--- src/hsc_pkg.sv ---
package hsc_pkg;

  // register map, byte addresses on the Avalon slave
  localparam int unsigned ADDR_W      = 3;
  localparam logic [2:0]  CTRL_OFFS   = 3'h0;
  localparam logic [2:0]  STAT_OFFS   = 3'h4;
  localparam logic [3:0]  CTRL_BE     = 4'h1;

  // control register, low bits of the word
  typedef struct packed {
    logic optStoppable; // bit 3: option lets software stop the slow oscillator
    logic timerOneFromSlow; // bit 2: eight_bit_timer_one counts slow osc / 2^7
    logic wdtFromSlow;  // bit 1: watchdog counts the slow oscillator
    logic slowStopReq;  // bit 0: software stop request for the slow oscillator
  } hsc_ctrl_t;
  localparam int unsigned CTRL_W   = 4;
  localparam hsc_ctrl_t   CTRL_RST = '0;

  // status register, low bits of the word
  typedef struct packed {
    logic slowOscRun;   // bit 4
    logic lastVectored; // bit 3
    logic resetHold;    // bit 2
    logic waking;       // bit 1
    logic halted;       // bit 0
  } hsc_stat_t;
  localparam int unsigned STAT_W = 5;

  // peripheral run enables, registered as one group
  typedef struct packed {
    logic periphClk;
    logic timerOneRun;
    logic wdtRun;
    logic slowOscRun;
    logic portHold;
  } hsc_run_t;
  localparam hsc_run_t RUN_RST = '0;

  typedef enum logic [1:0] {
    HSC_RUN,
    HSC_HALT,
    HSC_WAKE,
    HSC_RSTHOLD
  } hsc_state_t;

  // wake-up waits in cpu clocks
  localparam int unsigned VEC_WAIT_CYC  = 9;
  localparam int unsigned NEXT_WAIT_CYC = 1;
  localparam int unsigned WAIT_W        = 4;

  // reset hold: 8 slow periods plus 96 fast periods while the option is read
  localparam int unsigned CLK_PERIOD_PS   = 5000;
  localparam int unsigned SLOW_PERIOD_PS  = 4166667;
  localparam int unsigned FAST_PERIOD_PS  = 125000;
  localparam int unsigned SLOW_HOLD_N     = 8;
  localparam int unsigned FAST_HOLD_N     = 96;
  localparam longint unsigned HOLD_TIME_PS =
    longint'(SLOW_HOLD_N) * SLOW_PERIOD_PS + longint'(FAST_HOLD_N) * FAST_PERIOD_PS;
  localparam int unsigned HOLD_CYC_DEF =
    int'((HOLD_TIME_PS + CLK_PERIOD_PS - 1) / CLK_PERIOD_PS);
  localparam int unsigned HOLD_W = 16;

endpackage : hsc_pkg

--- src/hsc_halt_standby.sv ---
// The placing of the registers and the Avalon-MM register port are this design's own decisions.
`timescale 1ns/1ps
module hsc_halt_standby #(
  parameter int unsigned NUM_IRQ  = 8,
  parameter int unsigned HOLD_CYC = hsc_pkg::HOLD_CYC_DEF
) (
  input  wire  logic                       clock,
  input  wire  logic                       srst,
  input  wire  logic                       clkEn,
  // avalon-mm slave
  input  wire  logic [hsc_pkg::ADDR_W-1:0] address,
  input  wire  logic                       read,
  input  wire  logic                       write,
  input  wire  logic [31:0]                writedata,
  input  wire  logic [3:0]                 byteenable,
  output logic       [31:0]                readdata,
  output logic                             waitrequest,
  // cpu side
  input  wire  logic                       haltExec,
  input  wire  logic [NUM_IRQ-1:0]         irqReq,
  input  wire  logic [NUM_IRQ-1:0]         interruptMaskFlag,
  input  wire  logic                       interruptAcceptFlag,
  input  wire  logic                       resetPin,
  output logic                             cpuClkEn,
  output logic                             cpuHeld,
  output logic                             vectorGo,
  output logic                             resumeGo,
  output logic                             resetVectorGo,
  // peripheral side
  output logic                             periphClkEn,
  output logic                             timerOneRun,
  output logic                             wdtRun,
  output logic                             slowOscRun,
  output logic                             portHold
);
  import hsc_pkg::*;

  ////////////////////////////////////////////////////////////////////////////
  // state
  hsc_state_t       stateQ, stateD;
  hsc_ctrl_t        ctrlQ;
  hsc_run_t         runQ, runD;
  logic [WAIT_W-1:0] waitQ, waitD;
  logic [HOLD_W-1:0] holdQ, holdD;
  logic             vectoredQ, vectoredD;
  logic             cpuEnQ;
  logic             vecGoQ, resGoQ, rstGoQ;
  logic             ackQ;
  logic [31:0]      rdataQ;

  ////////////////////////////////////////////////////////////////////////////
  // wake and reset decode
  wire wakeReq  = |(irqReq & ~interruptMaskFlag);
  wire anyReset = srst | resetPin;
  wire waitDone = (waitQ == '0);
  wire holdDone = (holdQ == '0);
  wire haltLike = (stateD == HSC_HALT) || (stateD == HSC_WAKE);

  // wait length chosen by the accept flag at release
  function automatic logic [WAIT_W-1:0] wakeWait(input logic vec);
    wakeWait = vec ? WAIT_W'(VEC_WAIT_CYC - 1) : WAIT_W'(NEXT_WAIT_CYC - 1);
  endfunction : wakeWait

  ////////////////////////////////////////////////////////////////////////////
  // next state; everything sampled on the system clock only
  always_comb begin
    stateD    = stateQ;
    waitD     = waitQ;
    holdD     = holdQ;
    vectoredD = vectoredQ;
    unique case (stateQ)
      HSC_RUN: begin
        if (haltExec) begin
          stateD = HSC_HALT;
        end
      end
      HSC_HALT: begin
        // a request already pending at entry releases on the next edge
        if (wakeReq) begin
          stateD    = HSC_WAKE;
          vectoredD = interruptAcceptFlag;
          waitD     = wakeWait(interruptAcceptFlag);
        end
      end
      HSC_WAKE: begin
        if (waitDone) begin
          stateD = HSC_RUN;
        end else begin
          waitD = waitQ - WAIT_W'(1);
        end
      end
      HSC_RSTHOLD: begin
        if (holdDone) begin
          stateD = HSC_RUN;
        end else begin
          holdD = holdQ - HOLD_W'(1);
        end
      end
    endcase
    // reset input beats any other event, also in halt
    if (anyReset) begin
      stateD    = HSC_RSTHOLD;
      holdD     = HOLD_W'(HOLD_CYC - 1);
      waitD     = '0;
      vectoredD = 1'b0;
    end
  end

  ////////////////////////////////////////////////////////////////////////////
  // peripheral enables; oscillator itself is never stopped by halt
  wire slowRunD = !(ctrlQ.optStoppable && ctrlQ.slowStopReq);
  wire notRst   = (stateD != HSC_RSTHOLD);
  wire halting  = (stateD == HSC_HALT);
  assign runD.periphClk  = notRst;
  assign runD.slowOscRun = slowRunD;
  assign runD.timerOneRun = notRst &&
                           (ctrlQ.timerOneFromSlow ? slowRunD : 1'b1);
  assign runD.wdtRun     = notRst && (!halting ||
                           (ctrlQ.wdtFromSlow && !ctrlQ.optStoppable));
  assign runD.portHold   = haltLike;

  ////////////////////////////////////////////////////////////////////////////
  // sequencer flops; the cpu gate is its own flop so it cannot glitch
  always_ff @(posedge clock) begin
    if (srst) begin
      stateQ    <= HSC_RSTHOLD;
      holdQ     <= HOLD_W'(HOLD_CYC - 1);
      waitQ     <= '0;
      vectoredQ <= 1'b0;
      cpuEnQ    <= 1'b0;
      runQ      <= RUN_RST;
      vecGoQ    <= 1'b0;
      resGoQ    <= 1'b0;
      rstGoQ    <= 1'b0;
    end else if (clkEn) begin
      stateQ    <= stateD;
      holdQ     <= holdD;
      waitQ     <= waitD;
      vectoredQ <= vectoredD;
      cpuEnQ    <= (stateD == HSC_RUN);
      runQ      <= runD;
      vecGoQ    <= (stateQ == HSC_WAKE) && waitDone && vectoredQ && !anyReset;
      resGoQ    <= (stateQ == HSC_WAKE) && waitDone && !vectoredQ && !anyReset;
      rstGoQ    <= (stateQ == HSC_RSTHOLD) && holdDone && !anyReset;
    end
  end

  assign cpuClkEn      = cpuEnQ;
  assign cpuHeld       = (stateQ == HSC_RSTHOLD);
  assign vectorGo      = vecGoQ;
  assign resumeGo      = resGoQ;
  assign resetVectorGo = rstGoQ;
  assign periphClkEn   = runQ.periphClk;
  assign timerOneRun   = runQ.timerOneRun;
  assign wdtRun        = runQ.wdtRun;
  assign slowOscRun    = runQ.slowOscRun;
  assign portHold      = runQ.portHold;

  ////////////////////////////////////////////////////////////////////////////
  // avalon slave: one wait state, write lands on the edge waitrequest is low
  wire       busReq    = read | write;
  wire       ctrlHit   = (address == CTRL_OFFS);
  wire       statHit   = (address == STAT_OFFS);
  wire       writeFire = write && ackQ && ctrlHit && (byteenable & CTRL_BE) != '0;
  hsc_stat_t statNow;
  assign statNow.slowOscRun   = runQ.slowOscRun;
  assign statNow.lastVectored = vectoredQ;
  assign statNow.resetHold    = (stateQ == HSC_RSTHOLD);
  assign statNow.waking       = (stateQ == HSC_WAKE);
  assign statNow.halted       = (stateQ == HSC_HALT);
  wire [31:0] rdMux = ctrlHit ? {{(32-CTRL_W){1'b0}}, ctrlQ}   :
                      statHit ? {{(32-STAT_W){1'b0}}, statNow} : 32'h0000_0000;
  assign waitrequest = busReq && !(ackQ && clkEn);  // a frozen slave never answers
  assign readdata    = rdataQ;

  // control is untouched by halt, so settings survive standby
  always_ff @(posedge clock) begin
    if (srst) begin
      ackQ   <= 1'b0;
      rdataQ <= 32'h0000_0000;
      ctrlQ  <= CTRL_RST;
    end else if (clkEn) begin
      ackQ <= busReq && !ackQ;
      if (read && !ackQ) begin
        rdataQ <= rdMux;
      end
      if (writeFire) begin
        ctrlQ <= hsc_ctrl_t'(writedata[CTRL_W-1:0]);
      end
    end
  end

  ////////////////////////////////////////////////////////////////////////////
  // helper counters for the checks below
  logic [WAIT_W-1:0] wakeCycQ;
  logic [HOLD_W-1:0] holdCycQ;
  always_ff @(posedge clock) begin
    if (srst) begin
      wakeCycQ <= '0;
      holdCycQ <= '0;
    end else if (clkEn) begin
      wakeCycQ <= (stateQ == HSC_WAKE) ? wakeCycQ + WAIT_W'(1) : '0;
      holdCycQ <= (stateQ == HSC_RSTHOLD && !anyReset) ? holdCycQ + HOLD_W'(1) : '0;
    end
  end

  halt_entry_a: assert property (@(posedge clock) disable iff (srst)
    (stateQ == HSC_RUN && haltExec && clkEn && !resetPin) |=> (stateQ == HSC_HALT))
    else $error("halt instruction did not enter halt");

  pending_wake_a: assert property (@(posedge clock) disable iff (srst)
    (stateQ == HSC_HALT && wakeReq && clkEn && !resetPin) |=> (stateQ == HSC_WAKE))
    else $error("unmasked request did not release halt");

  cpu_gate_a: assert property (@(posedge clock) disable iff (srst)
    cpuClkEn == (stateQ == HSC_RUN))
    else $error("cpu clock gate disagrees with state");

  port_hold_a: assert property (@(posedge clock) disable iff (srst)
    (stateQ == HSC_HALT) |-> (portHold && periphClkEn))
    else $error("ports or peripherals not held in halt");

  timer_one_slow_a: assert property (@(posedge clock) disable iff (srst)
    (stateQ == HSC_HALT && ctrlQ.timerOneFromSlow && $stable(ctrlQ))
      |-> (timerOneRun == slowOscRun))
    else $error("timer one does not follow slow oscillator");

  wdt_periph_a: assert property (@(posedge clock) disable iff (srst)
    (stateQ == HSC_HALT && !ctrlQ.wdtFromSlow && $stable(ctrlQ)) |-> !wdtRun)
    else $error("watchdog on peripheral clock runs in halt");

  wdt_slow_a: assert property (@(posedge clock) disable iff (srst)
    (stateQ == HSC_HALT && ctrlQ.wdtFromSlow && $stable(ctrlQ))
      |-> (wdtRun == !ctrlQ.optStoppable))
    else $error("watchdog on slow clock wrong in halt");

  masked_hold_a: assert property (@(posedge clock) disable iff (srst)
    (stateQ == HSC_HALT && !wakeReq && !resetPin) |=> (stateQ == HSC_HALT))
    else $error("halt left without unmasked request");

  vec_wait_a: assert property (@(posedge clock) disable iff (srst)
    (stateQ == HSC_WAKE && waitDone && clkEn && !resetPin) |->
      (wakeCycQ == (vectoredQ ? WAIT_W'(VEC_WAIT_CYC - 1) : WAIT_W'(NEXT_WAIT_CYC - 1))))
    else $error("wake wait length wrong");

  wake_kind_a: assert property (@(posedge clock) disable iff (srst)
    (stateQ == HSC_WAKE && waitDone && clkEn && !resetPin) |=>
      (vectorGo == vectoredQ && resumeGo == !vectoredQ && stateQ == HSC_RUN))
    else $error("wake did not vector or resume correctly");

  reset_exit_a: assert property (@(posedge clock) disable iff (srst)
    (resetPin && clkEn) |=> (stateQ == HSC_RSTHOLD && !cpuClkEn ##1 !cpuClkEn))
    else $error("reset input did not hold the cpu");

  reset_hold_a: assert property (@(posedge clock) disable iff (srst)
    $rose(resetVectorGo) |-> ($past(holdCycQ) == HOLD_W'(HOLD_CYC - 1)))
    else $error("reset hold length wrong");

endmodule : hsc_halt_standby

--- config.mk ---
export PLATFORM = sky130hd
export DESIGN_NAME = hsc_halt_standby
export DESIGN_NICKNAME = d
export VERILOG_FILES = /design/src/hsc_pkg.sv /design/src/hsc_halt_standby.sv
export SDC_FILE = /design/constraint.sdc
export NUM_CORES = 1
export LEC_CHECK = 0
export ABC_AREA = 1
export BUFFER_PORTS_ARGS = -buffer_cell sky130_fd_sc_hd__buf_2
export CORE_ASPECT_RATIO = 1.4
export CORE_UTILIZATION = 50
export CTS_BUF_LIST = sky130_fd_sc_hd__clkbuf_2
export DETAILED_ROUTE_END_ITERATION = 10
export PLACE_DENSITY = 0.87
export RECOVER_POWER = 25
export SLEW_MARGIN = 20
export SYNTH_ARGS = -nofsm -noshare
export SYNTH_HDL_FRONTEND = slang
export SYNTH_SLANG_ARGS = --single-unit
export TNS_END_PERCENT = 30
--- constraint.sdc ---
create_clock -name clock -period 2.5 [get_ports clock]
set_input_delay 0.25 -clock clock [delete_from_list [all_inputs] [get_ports clock]]
set_output_delay 0.25 -clock clock [all_outputs]
set_load 0.1 [all_outputs]
# ---- After elaboration in Yosys (flattened, before gate mapping)
# Cells that the tools add are included.
dict set report word_totals {
  out_inout_bits 43
  mem_bits_ro 0
  ff_bits 69
  in_bits 63
  ramBits 0
  latchBits 0
  mem_count 0
  wordCells 97
}
dict set report classes {
  n_mul 0
  addsub 2
  shifts 0
  bitwise 4
  n_reduce_logical 42
  order_cmp 0
  div_mod_pow 0
  muxes 20
  n_eq_ne 10
}
# op n
set op_table {}
lappend op_table {{$mux 16} 3}
lappend op_table {{$logic_and 1x1->1} 18}
lappend op_table {{$logic_not 16->1} 1}
lappend op_table {{$mux 4} 4}
lappend op_table {{$sub 16x1->16 const B} 1}
lappend op_table {{$mux 2} 5}
lappend op_table {{$mux 5} 2}
lappend op_table {{$and 8x8->8} 1}
lappend op_table {{$not 8->8} 1}
lappend op_table {{$pmux 2 s4} 1}
lappend op_table {{$pmux 4 s2} 1}
lappend op_table {{$reduce_or 8->1} 1}
lappend op_table {{$logic_not 1->1} 7}
lappend op_table {{$eq 2x2->1 const B} 3}
lappend op_table {{$ne 3x3->1 const B} 2}
lappend op_table {{$reduce_and 3->1} 2}
lappend op_table {{$reduce_bool 2->1} 3}
lappend op_table {{$eq 2x1->1 const B} 2}
lappend op_table {{$logic_not 2->1} 2}
lappend op_table {{$logic_not 4->1} 1}
lappend op_table {{$mux 1} 4}
lappend op_table {{$ne 2x2->1 const B} 2}
lappend op_table {{$reduce_and 2->1} 2}
lappend op_table {{$reduce_and 4->1} 1}
lappend op_table {{other kinds (6)} 8}

# ---- Logic depth before layout (Yosys ltp)
dict set report depth {
  ltp_word 10
  mapped_depth 11
  depth_no_buf 11
}

# ---- Worst setup path before layout
# No wires, ideal clock.
dict set report synth_path {
  path_type {input to output}
  start {in clkEn}
  end {out waitrequest}
  t_required_ns 2.250
  path_buffers 1
  cell_stages 4
  slack_ns 0.464
  arrival_ns 1.786
  path_cell_list {buf_4 nand2_1 inv_1 nor2_1}
}
dict set report synth_via {
  elab_chain_len 3
}
# element line_no
set synth_rtl {}
lappend synth_rtl {{start: declaration} hsc_halt_standby.sv:9} ;# input wire logic clkEn,
lappend synth_rtl {{$logic_and 1x1->1} hsc_halt_standby.sv:173} ;# assign waitrequest = busReq && !(ackQ && clkEn);
lappend synth_rtl {{$logic_not 1->1} hsc_halt_standby.sv:173}
lappend synth_rtl {{$logic_and 1x1->1} hsc_halt_standby.sv:173}
lappend synth_rtl {{end: declaration} hsc_halt_standby.sv:17} ;# output logic waitrequest,
# No other way between the ends.

# ---- Worst setup path after layout
dict set report layout_path {
  start {reg holdQ[0]}
  end {reg runQ (netlist bit timerOneRun)}
}
dict set report layout_via {
  elab_chain_len 6
}
# element line_no
set layout_rtl {}
lappend layout_rtl {{start: declaration} hsc_halt_standby.sv:44} ;# logic [HOLD_W-1:0] holdQ, holdD;
lappend layout_rtl {{start signal: assignment} hsc_halt_standby.sv:127} ;# holdQ <= HOLD_W'(HOLD_CYC - 1);
lappend layout_rtl {{start signal: assignment} hsc_halt_standby.sv:137} ;# holdQ <= holdD;
lappend layout_rtl {{$logic_not 16->1} hsc_halt_standby.sv:56} ;# wire holdDone = (holdQ == '0);
lappend layout_rtl {{$mux 2} hsc_halt_standby.sv:93} ;# if (holdDone) begin
lappend layout_rtl {{$pmux 2 s4} hsc_halt_standby.sv:71} ;# unique case (stateQ)
lappend layout_rtl {{$mux 2} hsc_halt_standby.sv:101} ;# if (anyReset) begin
lappend layout_rtl {{via stateD[0]} hsc_halt_standby.sv:40} ;# hsc_state_t stateQ, stateD;
lappend layout_rtl {{$ne 2x2->1} hsc_halt_standby.sv:112} ;# wire notRst = (stateD != HSC_RSTHOLD);
lappend layout_rtl {{$logic_and 1x1->1} hsc_halt_standby.sv:116} ;# assign runD.timerOneRun = notRst &&
lappend layout_rtl {{end signal: assignment} hsc_halt_standby.sv:141} ;# runQ <= runD;
lappend layout_rtl {{end: declaration} hsc_halt_standby.sv:42} ;# hsc_run_t runQ, runD;
# The timed path passes the listed nets, and every way through them passes these cells.
# A chain may end at the register's enable or synchronous reset.

==> metrics.cfg <==
[setup_path]
critPathLaunch=holdQ[0]
crit_path_end_kind=register
crit_chain=inv_1, ha_1, nand2_2, nor2_1, nand3_1, nand2_1, nand3_1, ha_1, or2_1, o21ai_1
required_ns=2.85
reg2reg_from=holdQ[0]
critPathKind=reg -> reg
max_stage_delay_ns=0.36
crit_slowest_cell=dfxtp_1
cp_max_fo=5
arrival_ns=2.45
start_kind=register

[die]
ios=106
start_util_pct=53.3
die_area_um2=5580
std_cell_rows=30
die_h_um=88.0
die_x_um=63.4
core_area_um2=4950

[timing]
setup_violations=0
whs_ns=0.101
max_freq_mhz=477
fin_skew_ns=0.0237
relSlewSlack_pct=21.7
slew_violations=0
tns_ns=0
period_share_pct=83.9
period_needed_ns=2.10
worst_pin_slew_ns=1.18
worst_slack_ns=0.403
rsz0062_at_grt=false
hold_violations=0

[clocking]
postCtsSetupBuffers=0
cts_resized=0
root_buffer=clkbuf_2
worstSkewPairLatency_ns=0.41
cts_num_sinks=42
h-tree-depth=2
cts-buffers-inserted=5
clk_pin_slew_ns=0.23
cts.hold.buffers_added=0
cts_tree=yes
cts_buffer_depth=2

[final_layout]
synthToLayoutAreaGrowth_pct=7.73
n_antenna_cell=0
drive_gt1_share_pct=16.7
final_nets=516
final_util_pct=57.4

[logic_synthesis]
yosysUniqueCellTypes=35
syn_avg_cell_area_um2=6.60
ys_seq_area_share_pct=31.9
synthTopCellsByArea=dfxtp_1 32%, nand2_1 17%, nor2_1 8.4%
synth-edff-count=0
ys_async_sr_fraction_pct=0
ys.flop_type=dfxtp_1
netlist_area_um2=2640
yosysTopAreaCell=dfxtp_1
synthMostInstantiatedCell=nand2_1
yosys_warnings=0
ys_ff_latch=42
netlist.area_leader.share_pct=31.9
synthTopCellsByCount=118 x nand2_1, 59 x nor2_1, 42 x dfxtp_1
syn-instance-count=400

[drt]
via_per_inst=4.87
routedWlPerCell_um=11.0
drc_errors=0
vias=2494
first_iter_violations=90
firstDrtPassIters=4
final_antenna_net_count=0
finalWirelength_um=5640

[job]
drv.max_cap_violation_count=0

[global_route]
grt_pass1_vias=2462
track_usage_pct=22.1
grt_pass1_wl_um=9890
grt_max_degree=20
overflow=0
antenna_found_initial=0

[power]
total_power_uw=1420
p_leak_uw=0.00140
ir_worst_vdd_v=0.000311
p_per_area_nw_per_um2=499

[placed_design]
io_buffers=47
dpl.hpwl_um=4330
dp_slack_ns=0.464
gp_congestion=0.943

[run_status]
status=complete, no violations

[worst_hold_path]
min_path_type=in -> reg
hp-start=writedata[0]

flip-flops by register name, summed over array words and instances, names as in the netlist:
name and count:
ctrlQ 4, wdtRun 1, stateQ 2, holdQ 16, periphClkEn 1, portHold 1, vectorGo 1, timerOneRun 1
vectoredQ 1, waitQ 4, resumeGo 1, resetVectorGo 1, ackQ 1, cpuClkEn 1, slowOscRun 1, readdata 5
cells by family (layout without fill, tap and decap cells):
family | Yosys count | count (layout) | synth area share (%)
other cells | 1 | 27 | 0.142
simple gates | 226 | 226 | 37.9
xor+xnor | 6 | 6 | 1.99
flops | 42 | 42 | 31.9
buf+inv | 75 | 97 | 15.7
fa+ha+maj | 6 | 6 | 2.84
compound gates | 44 | 44 | 9.53
final timing paths:
kind                                     to  slack [ns]  cells past startpoint
worst max-delay path            timerOneRun        0.40                     10
worst min-delay path               ctrlQ[0]        0.10                      3
worst max register to register  timerOneRun        0.40                     10
worst min register to register  periphClkEn        0.47                      2
layout make-up:
type / count / area, um2
Timing Repair Buffer: 50 / 253
Tap cell: 64 / 80.1
Sequential cell: 42 / 841
Clock buffer: 5 / 25.0
Fill cell: 496 / 2110
Inverter: 39 / 146
Multi-Input combinational cell: 309 / 1480
Clock inverter: 3 / 18.8
cell usage in the layout (no fill, tap or decap), types with 3 or more instances in the layout:
cell / count
nand2_4: 4
inv_1: 36
a21oi_1: 15
buf_2: 46
dfxtp_1: 42
conb_1: 27
nor2_2: 3
o21ai_1: 8
nand2_1: 118
xor2_1: 4
ha_1: 6
o21ai_0: 10
clkbuf_2: 5
nand3_1: 28
inv_2: 3
nor2_4: 3
nor2_1: 60
critical path, delay by kind of cell (launching register included):
kind	cells	cell delay, ns
AOI/OAI and AO/OA	1	0.13
and+or+nand+nor	6	0.95
DFF	1	0.36
adders and majority gates	2	0.52
buffers and inverters	1	0.09
per-stage QoR:
step	std cells	instance area, um2
3_3_place_gp	504	2810
3_5_place_dp	504	2810
6_report	512	2840
2_1_floorplan	426	2740
4_1_cts	512	2850
5_1_grt	512	2840
routing by layer:
metal	GRT usage (%)	vias up	routed length, um
met5	0	-	0
li1	-	1286	-
met2	43.5	66	2940
met4	9.30	0	149
met1	22.6	1126	2340
met3	3.78	16	219
where the power goes:
part / switching [uW] / leakage, uW / internal, uW
sequential: 17.8 / 0.000342 / 690
combinational: 330 / 0.00103 / 68.5
clock: 241 / 0.0000331 / 69.9
Power figures use the tool's default switching activity.
